File: src/tibc_pkg.sv
// tibc_pkg: attribute ids, service codes, answer codes, result bits and counts
// for the teach-in and blanking control object.
// assumes: included as tibc_pkg::name by the design module and the monitor.
package tibc_pkg;

  // attribute service codes
  localparam logic [7:0] SVC_GET = 8'h0E;
  localparam logic [7:0] SVC_SET = 8'h10;

  // attribute ids of the object
  localparam logic [7:0] ATTR_TEACH_START = 8'h01;
  localparam logic [7:0] ATTR_TEACH_RESULT = 8'h02;
  localparam logic [7:0] ATTR_TEACH_NEEDED = 8'h03;
  localparam logic [7:0] ATTR_TEACH_BLANK_EN = 8'h04;
  localparam logic [7:0] ATTR_BLANK_BLOCKED = 8'h05;
  localparam logic [7:0] ATTR_BLANK_MADE = 8'h06;

  // general status codes of the answer
  localparam logic [7:0] STS_OK = 8'h00;
  localparam logic [7:0] STS_SVC_UNSUPPORTED = 8'h08;
  localparam logic [7:0] STS_NOT_SETTABLE = 8'h0E;
  localparam logic [7:0] STS_ATTR_UNSUPPORTED = 8'h14;

  // teach-in result bit positions
  localparam int RES_GENERAL_ERR = 0;
  localparam int RES_PARALLEL_ERR = 1;
  localparam int RES_SIGNAL_LOW = 2;
  localparam int RES_SIGNAL_HIGH = 3;
  localparam int RES_CROSS_ERR = 4;
  localparam int RES_HISPEED_WARN = 5;
  localparam int RES_BLANK_ERR = 6;
  localparam int RES_AUTO_WARN = 7;

  // values after reset
  localparam logic [7:0] RESULT_RESET = 8'h00;
  localparam logic TEACH_NEEDED_RESET = 1'b1;

  // teach-in run time in cycles and signal level limits
  localparam int TEACH_CYCLES = 16;
  localparam logic [7:0] LEVEL_MIN = 8'h10;
  localparam logic [7:0] LEVEL_MAX = 8'hF0;

  // teach sequencer
  typedef enum logic [1:0] {
    TIBC_IDLE = 2'b00,
    TIBC_RUN = 2'b01,
    TIBC_DONE = 2'b10
  } tibc_state_t;

endpackage : tibc_pkg

File: src/tibc_teach_blank.sv
// tibc_teach_blank: teach-in and beam blanking object behind get/set services.
// assumes: service requests and the optical front end run on clk; one request
// per cycle at most, answered one cycle later.
//
// Contract
// get service returns addressed attribute value
// set service writes supplied value to attribute
// read-only attributes refuse the set service
// teach command: 0 idle, 1 start
// teach starts only on 0-to-1 edge
// teach sets per-beam switching thresholds
// controller teaches at commissioning and mode changes
// result attribute holds 8-bit last teach outcome
// error bits 0, 1, 4, 6
// warning bits 2, 3, 5, 7
// teach-needed flag reads 1 when required
// blanking enable adds blanking to each teach
// teach blanking excludes blocked or made beams
// restore all beams: clear, blank-blocked, enable, teach
// blank-blocked edge excludes currently blocked beams
// operator blocks exactly the beams to exclude
// blank-made edge excludes currently made beams
// blanking retriggers only after a written 0
// excluded beams ignored in later evaluation
// command attributes read back last written value
`timescale 1ns/100ps
`default_nettype none
module tibc_teach_blank #(
  parameter int BEAMS = 32,
  parameter int TEACH_CYCLES = tibc_pkg::TEACH_CYCLES
) (
  // clock and reset
  input wire logic clk,
  input wire logic rst,
  // attribute service request
  input wire logic reqValid,
  input wire logic [7:0] reqService,
  input wire logic [7:0] reqAttr,
  input wire logic [7:0] reqData,
  // attribute service answer
  output logic rspValid,
  output logic [7:0] rspStatus,
  output logic [7:0] rspData,
  // optical front end
  input wire logic [BEAMS-1:0] beamBlocked,
  input wire logic [BEAMS*8-1:0] beamLevel,
  input wire logic [7:0] ambientLevel,
  input wire logic parallelFault,
  input wire logic crossFault,
  input wire logic hiSpeedImpossible,
  input wire logic autoTeachImpossible,
  input wire logic configChanged,
  // thresholds, blanking and evaluation
  output logic [BEAMS*8-1:0] beamThreshold,
  output logic [BEAMS-1:0] beamIncluded,
  output logic [BEAMS-1:0] evalBlocked,
  output logic teachBusy
);

  // threshold midway between the taught level and the ambient floor
  function automatic logic [7:0] calc_threshold(input logic [7:0] lvl, input logic [7:0] amb);
    logic [8:0] sum;
    sum = {1'b0, lvl} + {1'b0, amb};
    return sum[8:1];
  endfunction : calc_threshold

  // boolean attribute as an answer byte
  function automatic logic [7:0] bool_word(input logic b);
    return {7'h00, b};
  endfunction : bool_word

  // signal level of one beam out of the packed front-end word
  function automatic logic [7:0] level_of(input logic [BEAMS*8-1:0] lv, input int idx);
    return lv[idx*8 +: 8];
  endfunction : level_of

  // teach-run counter width
  localparam int CW = $clog2(TEACH_CYCLES + 1);
  localparam logic [CW-1:0] CNT_LAST = CW'(TEACH_CYCLES - 1);

  // state
  tibc_pkg::tibc_state_t state_ff, nxt_state;
  logic [CW-1:0] cnt_ff, nxt_cnt;
  logic teachCmd_ff, blankEn_ff;
  logic blankBlockedCmd_ff, blankMadeCmd_ff;
  logic [7:0] result_ff, nxt_result;
  logic needed_ff, nxt_needed;
  logic [BEAMS-1:0] included_ff, nxt_included;
  logic [BEAMS*8-1:0] thresh_ff, nxt_thresh;
  logic [BEAMS-1:0] evalBlocked_ff;
  logic rspValid_ff;
  logic [7:0] rspStatus_ff, rspData_ff;
  logic [7:0] nxt_rspStatus, nxt_rspData;
  logic busy_ff;

  // attribute map of the object
  //   01 teach command, read/write, acts on a 0-to-1 edge
  //   02 outcome of the last completed run, read only
  //   03 teach needed, read only
  //   04 blanking folded into each run, read/write level
  //   05 blank blocked beams, read/write, acts on a 0-to-1 edge
  //   06 blank made beams, read/write, acts on a 0-to-1 edge
  // a set on 02 or 03 is answered as not settable and changes nothing

  // request decode
  wire isGet = reqValid && (reqService == tibc_pkg::SVC_GET);
  wire isSet = reqValid && (reqService == tibc_pkg::SVC_SET);
  wire attrRw = (reqAttr == tibc_pkg::ATTR_TEACH_START) ||
                (reqAttr == tibc_pkg::ATTR_TEACH_BLANK_EN) ||
                (reqAttr == tibc_pkg::ATTR_BLANK_BLOCKED) ||
                (reqAttr == tibc_pkg::ATTR_BLANK_MADE);
  wire attrRo = (reqAttr == tibc_pkg::ATTR_TEACH_RESULT) ||
                (reqAttr == tibc_pkg::ATTR_TEACH_NEEDED);
  wire setOk = isSet && attrRw;
  wire wrTeach = setOk && (reqAttr == tibc_pkg::ATTR_TEACH_START);
  wire wrBlankEn = setOk && (reqAttr == tibc_pkg::ATTR_TEACH_BLANK_EN);
  wire wrBlocked = setOk && (reqAttr == tibc_pkg::ATTR_BLANK_BLOCKED);
  wire wrMade = setOk && (reqAttr == tibc_pkg::ATTR_BLANK_MADE);
  wire wrBit = reqData[0];

  // command edges: only a written 1 over a stored 0 fires
  // a repeated 1 is stored again but is not an edge
  wire teachEdge = wrTeach && wrBit && !teachCmd_ff;
  wire blockedEdge = wrBlocked && wrBit && !blankBlockedCmd_ff;
  wire madeEdge = wrMade && wrBit && !blankMadeCmd_ff;

  // blanking masks from the live beam picture, 1 = beam stays in evaluation
  wire [BEAMS-1:0] maskBlocked = ~beamBlocked;
  wire [BEAMS-1:0] maskMade = beamBlocked;
  // teach blanking takes made-beam mode when that command is armed
  // made mode with nothing blocked would drop every beam; the run flags that
  wire [BEAMS-1:0] teachMask = blankMadeCmd_ff ? maskMade : maskBlocked;

  // signal level checks over all beams
  // one weak or overdriven beam flags the run; the word does not say which
  logic anyLow, anyHigh;
  always_comb begin
    anyLow = 1'b0;
    anyHigh = 1'b0;
    for (int i = 0; i < BEAMS; i++) begin
      if (level_of(beamLevel, i) < tibc_pkg::LEVEL_MIN) begin
        anyLow = 1'b1;
      end
      if (level_of(beamLevel, i) > tibc_pkg::LEVEL_MAX) begin
        anyHigh = 1'b1;
      end
    end
  end

  // outcome word built at the end of a teach run
  wire blankErr = blankEn_ff && (teachMask == '0);
  logic [7:0] doneWord;
  always_comb begin
    doneWord = 8'h00;
    doneWord[tibc_pkg::RES_PARALLEL_ERR] = parallelFault;
    doneWord[tibc_pkg::RES_CROSS_ERR] = crossFault;
    doneWord[tibc_pkg::RES_BLANK_ERR] = blankErr;
    doneWord[tibc_pkg::RES_GENERAL_ERR] = parallelFault || crossFault || blankErr;
    doneWord[tibc_pkg::RES_SIGNAL_LOW] = anyLow;
    doneWord[tibc_pkg::RES_SIGNAL_HIGH] = anyHigh;
    doneWord[tibc_pkg::RES_HISPEED_WARN] = hiSpeedImpossible;
    doneWord[tibc_pkg::RES_AUTO_WARN] = autoTeachImpossible;
  end
  wire doneErr = doneWord[tibc_pkg::RES_GENERAL_ERR];
  wire teachDone = (state_ff == tibc_pkg::TIBC_DONE);

  // teach sequencer; an edge while a run is busy is stored but starts nothing
  // a run cannot be cut short; a config change during it only sets the flag
  always_comb begin
    nxt_state = state_ff;
    nxt_cnt = cnt_ff;
    case (state_ff)
      tibc_pkg::TIBC_IDLE: begin
        nxt_cnt = '0;
        if (teachEdge) begin
          nxt_state = tibc_pkg::TIBC_RUN;
        end
      end
      tibc_pkg::TIBC_RUN: begin
        nxt_cnt = cnt_ff + CW'(1);
        if (cnt_ff == CNT_LAST) begin
          nxt_state = tibc_pkg::TIBC_DONE;
        end
      end
      tibc_pkg::TIBC_DONE: begin
        nxt_state = tibc_pkg::TIBC_IDLE;
      end
      default: begin
        nxt_state = tibc_pkg::TIBC_IDLE;
      end
    endcase
  end

  // thresholds are latched only when a run completes, so a half-taught
  // set never reaches the comparators
  always_comb begin
    nxt_thresh = thresh_ff;
    if (teachDone) begin
      for (int i = 0; i < BEAMS; i++) begin
        nxt_thresh[i*8 +: 8] = calc_threshold(level_of(beamLevel, i), ambientLevel);
      end
    end
  end

  // result word keeps the last completed run
  assign nxt_result = teachDone ? doneWord : result_ff;

  // teach-needed: a config change wins over a clean finish in the same cycle
  // a run that ends in error does not clear the flag; it keeps the value it holds when the run ends
  always_comb begin
    nxt_needed = needed_ff;
    if (teachDone && !doneErr) begin
      nxt_needed = 1'b0;
    end
    if (configChanged) begin
      nxt_needed = 1'b1;
    end
  end

  // blanking mask: manual commands, or blanking folded into a teach run
  always_comb begin
    nxt_included = included_ff;
    if (teachDone && blankEn_ff && !blankErr) begin
      nxt_included = teachMask;
    end
    if (blockedEdge) begin
      nxt_included = maskBlocked;
    end
    if (madeEdge) begin
      nxt_included = maskMade;
    end
  end

  // answer: status and data for the request of this cycle
  always_comb begin
    nxt_rspStatus = tibc_pkg::STS_OK;
    nxt_rspData = 8'h00;
    if (!isGet && !isSet) begin
      nxt_rspStatus = tibc_pkg::STS_SVC_UNSUPPORTED;
    end else if (!attrRw && !attrRo) begin
      nxt_rspStatus = tibc_pkg::STS_ATTR_UNSUPPORTED;
    end else if (isSet && attrRo) begin
      nxt_rspStatus = tibc_pkg::STS_NOT_SETTABLE;
    end else if (isGet) begin
      case (reqAttr)
        tibc_pkg::ATTR_TEACH_START: nxt_rspData = bool_word(teachCmd_ff);
        tibc_pkg::ATTR_TEACH_RESULT: nxt_rspData = result_ff;
        tibc_pkg::ATTR_TEACH_NEEDED: nxt_rspData = bool_word(needed_ff);
        tibc_pkg::ATTR_TEACH_BLANK_EN: nxt_rspData = bool_word(blankEn_ff);
        tibc_pkg::ATTR_BLANK_BLOCKED: nxt_rspData = bool_word(blankBlockedCmd_ff);
        tibc_pkg::ATTR_BLANK_MADE: nxt_rspData = bool_word(blankMadeCmd_ff);
        default: nxt_rspData = 8'h00;
      endcase
    end
  end

  // sequencer and run counter
  always_ff @(posedge clk or posedge rst) begin
    if (rst) begin
      state_ff <= tibc_pkg::TIBC_IDLE;
      cnt_ff <= '0;
    end else begin
      state_ff <= nxt_state;
      cnt_ff <= nxt_cnt;
    end
  end

  // busy flag kept in its own flop so the output needs no decode; it
  // follows the state register cycle for cycle
  always_ff @(posedge clk or posedge rst) begin
    if (rst) begin
      busy_ff <= 1'b0;
    end else begin
      busy_ff <= (nxt_state == tibc_pkg::TIBC_RUN);
    end
  end

  // command attributes hold what was last written
  always_ff @(posedge clk or posedge rst) begin
    if (rst) begin
      teachCmd_ff <= 1'b0;
      blankEn_ff <= 1'b0;
      blankBlockedCmd_ff <= 1'b0;
      blankMadeCmd_ff <= 1'b0;
    end else begin
      teachCmd_ff <= wrTeach ? wrBit : teachCmd_ff;
      blankEn_ff <= wrBlankEn ? wrBit : blankEn_ff;
      blankBlockedCmd_ff <= wrBlocked ? wrBit : blankBlockedCmd_ff;
      blankMadeCmd_ff <= wrMade ? wrBit : blankMadeCmd_ff;
    end
  end

  // teach outcome, thresholds and blanking mask
  always_ff @(posedge clk or posedge rst) begin
    if (rst) begin
      result_ff <= tibc_pkg::RESULT_RESET;
      needed_ff <= tibc_pkg::TEACH_NEEDED_RESET;
      included_ff <= '1;
      thresh_ff <= '0;
    end else begin
      result_ff <= nxt_result;
      needed_ff <= nxt_needed;
      included_ff <= nxt_included;
      thresh_ff <= nxt_thresh;
    end
  end

  // evaluation drops excluded beams; one cycle behind the front end
  always_ff @(posedge clk or posedge rst) begin
    if (rst) begin
      evalBlocked_ff <= '0;
    end else begin
      evalBlocked_ff <= beamBlocked & included_ff;
    end
  end

  // answer registers
  // status and data hold between answers so a late reader still finds them
  always_ff @(posedge clk or posedge rst) begin
    if (rst) begin
      rspValid_ff <= 1'b0;
      rspStatus_ff <= tibc_pkg::STS_OK;
      rspData_ff <= 8'h00;
    end else begin
      rspValid_ff <= reqValid;
      rspStatus_ff <= reqValid ? nxt_rspStatus : rspStatus_ff;
      rspData_ff <= reqValid ? nxt_rspData : rspData_ff;
    end
  end

  // outputs straight from flip-flops
  // thresholds read zero until the first run completes
  assign rspValid = rspValid_ff;
  assign rspStatus = rspStatus_ff;
  assign rspData = rspData_ff;
  assign beamThreshold = thresh_ff;
  assign beamIncluded = included_ff;
  assign evalBlocked = evalBlocked_ff;
  assign teachBusy = busy_ff;

endmodule : tibc_teach_blank
`default_nettype wire

File: config.mk
export PLATFORM = sky130hd
export DESIGN_NAME = tibc_teach_blank
export DESIGN_NICKNAME = d
export VERILOG_FILES = /design/src/tibc_pkg.sv /design/src/tibc_teach_blank.sv
export SDC_FILE = /design/constraint.sdc
export NUM_CORES = 1
export LEC_CHECK = 0
export ABC_AREA = 1
export BUFFER_PORTS_ARGS = -buffer_cell sky130_fd_sc_hd__buf_2
export CAP_MARGIN = 20
export CELL_PAD_IN_SITES_DETAIL_PLACEMENT = 1
export CELL_PAD_IN_SITES_GLOBAL_PLACEMENT = 1
export CORE_MARGIN = 4
export CORE_UTILIZATION = 30
export CTS_CLUSTER_SIZE = 14
export DETAILED_ROUTE_END_ITERATION = 10
export PLACE_DENSITY = 0.76
export SYNTH_ARGS = -nofsm -noshare
export SYNTH_HDL_FRONTEND = slang
export SYNTH_SLANG_ARGS = --single-unit
File: constraint.sdc
create_clock -name clk -period 15.25 [get_ports clk]
set_input_delay 3.05 -clock clk [delete_from_list [all_inputs] [get_ports clk]]
set_output_delay 3.05 -clock clk [all_outputs]
set_load 0.005 [all_outputs]
==> run metrics <==
Ys Warns=0; pwr dens=102.0 nW/um2; Gate Count Post-Synth=3051; Int Pwr=2.033 mW; die height=286.5 um; row count=101; initial core utilization=30.44%; Yosys top cell area share=34.52%; IO Count=666; Final Max Slew Viols=0; total length of routed wires=96.91 mm; core area=76450 um2; status=complete, no violations; drt via density=4.953; GPL Wtd Cong=0.9036; fin crit share=35.38%; most frequent cells in the layout=924 x nand2_1, 654 x buf_2, 321 x dfrtp_1; Post-CTS Hold Buffers=0; Rel. slew slack=27.95%; Critical Path Sink Type=flop; R2R depth=8; hpwl dp=73.13 mm; Area growth syn-to-layout=25.98%; reg2reg end=beamThreshold[137]; clock skew=0.01415 ns; fraction of layout cells with a size suffix above 1=21.68%; commonest non-fill, non-tap cell in the layout=nand2_1; startpoint type of the worst setup path=input port; DR pass1 iterations=5; first-pass GRT wire length=146.7 mm; syn_area_per_cell=7.627 um2; post-synth cell types=40; Final Setup Violations=0; CTS tree=done; post-route insts no fill=4770; Hold Path Sink=beamThreshold[221]; flop2flop setup slack=12.28 ns; CTS Sinks=354; worst IR drop on VDD=0.06945 mV; RSZ-0062 raised after global routing=no; CTS Buf Count=47; post-route cell area=29320 um2; Setup TNS=0 ns; GRT Total Usage=22.90%; CTS H-Tree Depth=2; max cap viols=0; DIE WIDTH=286.5 um; via count=23.63k; Worst-path clk slew=0.06 ns; Hold Fails Final Rpt=0; Highest Clock Rate=185.3 MHz; postcts setup bufs=0; area post-placement=27650 um2; Seq/Total Area, Yosys=38.25%; Reg power frac=37.5%; drt drc=0; flops & latches, synth=354; Logic pwr share=23.5%; Min-Delay Path Depth=2; Worst-Skew Late Latency=0.59 ns; leak pwr=15.83 nW; largest net degree at the start of global routing=169; PostCTS Resize Cnt=0; largest cells by area after synthesis=dfrtp_1 35%, nand2_1 15%, ha_1 12%; Crit. Startpoint=ambientLevel[1]; Synth area leader=dfrtp_1; post-layout min period=5.396 ns; CP required=15.75 ns; Port Buf Inserts=654; GRT overflow=0; Sw Share=32.00%; worst min-delay path class=flop to flop; CTS Root Cell=clkbuf_16; Initial DRC Count=973; kind of critical path=input port to flop; Hold WS=0.4713 ns; Routed Antenna Nets=0; Inst Count DP=4671; nets@finish=4276; hold_sp=beamThreshold[221]; Post-Syn Area=23270 um2; number of global-route vias before repair=24.70k; per-cell routed wire length=20.32 um; antenna violations before repair=27; overall power=2.990 mW; Worst-Margin Slew=1.081 ns; Switch Pwr=0.9567 mW; Arr. time, crit path=5.90 ns; Clock power frac=39.1%; die area=82090 um2; CTS Buffer Depth=3; worst r2r src=state_ff[1]; worst-path maximum fanout=33
## power groups by stage
stage                     sequential, mW  clock (mW)  combinational, mW
final                               1.12        1.17              0.701
after global routing                1.13        1.24              0.796
after CTS                           1.12        1.20              0.713
after detailed placement            1.13           0              0.708
after global placement              1.13           0              0.688
after floorplan                     1.14           0              0.338
## stage by stage
stage / setup slack (ns) / utilization, %
floorplan: 2.434 / -
global placement: 9.350 / 36.16
detailed placement: 9.281 / 36.16
CTS: 9.914 / 38.29
global route: 9.630 / 38.30
finish: 9.854 / 38.34
## metal layers
layer,vias up,track usage (%),share of wire (%)
li1,11370,-,-
met1,11440,26.89,40
met2,623,40.39,49
met3,177,6.553,7.6
met4,18,7.140,3.5
met5,-,0,0.11
## worst max path at each step
stage and to:
4_1_cts beamThreshold[85], 6_report beamThreshold[159], 3_3_place_gp beamThreshold[101], 5_1_grt beamThreshold[7], 3_5_place_dp beamThreshold[101], 2_1_floorplan beamThreshold[0]
## logic make-up (layout without fill, tap and decap cells)
kind of cell / after synthesis / count (layout) / synth area share [%]
other: 1 / 21 / 0.01612
buffers and inverters: 358 / 1027 / 6.065
XOR/XNOR: 64 / 64 / 2.409
adder cells (fa/ha/maj): 258 / 258 / 14.90
AO/OA/AOI/OAI: 535 / 535 / 11.71
flip-flops: 354 / 354 / 38.25
AND/OR/NAND/NOR: 1481 / 1481 / 26.65
## sequential cells by signal (all words and copies together) (netlist names)
name,count
beamThreshold,256
beamIncluded,32
evalBlocked,32
result_ff,8
rspData,8
cnt_ff,5
rspStatus,4
state_ff,2
blankBlockedCmd_ff,1
blankEn_ff,1
blankMadeCmd_ff,1
needed_ff,1
rspValid,1
teachBusy,1
teachCmd_ff,1
## Yosys cell counts
master	instances
o21a_1	1
a21o_1	3
conb_1	1
nor2_8	1
o32ai_1	2
nor2_2	1
nand4_4	2
clkbuf_1	56
buf_1	5
nand2_2	2
inv_1	264
and3_1	1
nand2_1	924
o221ai_1	2
or4_1	2
xor2_1	64
nand3_1	127
nor4_1	22
a22o_1	3
ha_1	226
nor3_1	20
fa_1	32
nor2_4	2
nand4_1	60
nand3b_1	37
dfrtp_1	321
inv_2	6
buf_2	15
o21ai_2	1
nor4b_1	1
nand2_4	1
o22ai_1	5
buf_4	11
dfstp_2	33
nand3_2	2
nor2_1	275
nor3_2	1
a21oi_1	239
o21ai_0	279
buf_6	1
## layout make-up
type	instances	area, um2
antenna	17	42.54
clock buffer	66	1398
clock inverter	16	226.5
fill	9657	47140
inverter	270	1030
multi-input combinational	2342	12970
sequential	354	8900
tap	1030	1289
timing repair buffer	675	3456
## worst max-delay path: stages
cell and delay, ns:
buf_2 0.07, buf_4 0.60, clkinv_2 0.17, buf_4 0.46
fa_1 0.56, inv_1 0.11, nand3_1 0.08, nand2_1 0.10
nand2_1 0.07, nand2_1 0.06, a21oi_1 0.07, nor2_1 0.15
o21ai_0 0.11, a21oi_1 0.13
(Power assumes the default switching activity.)
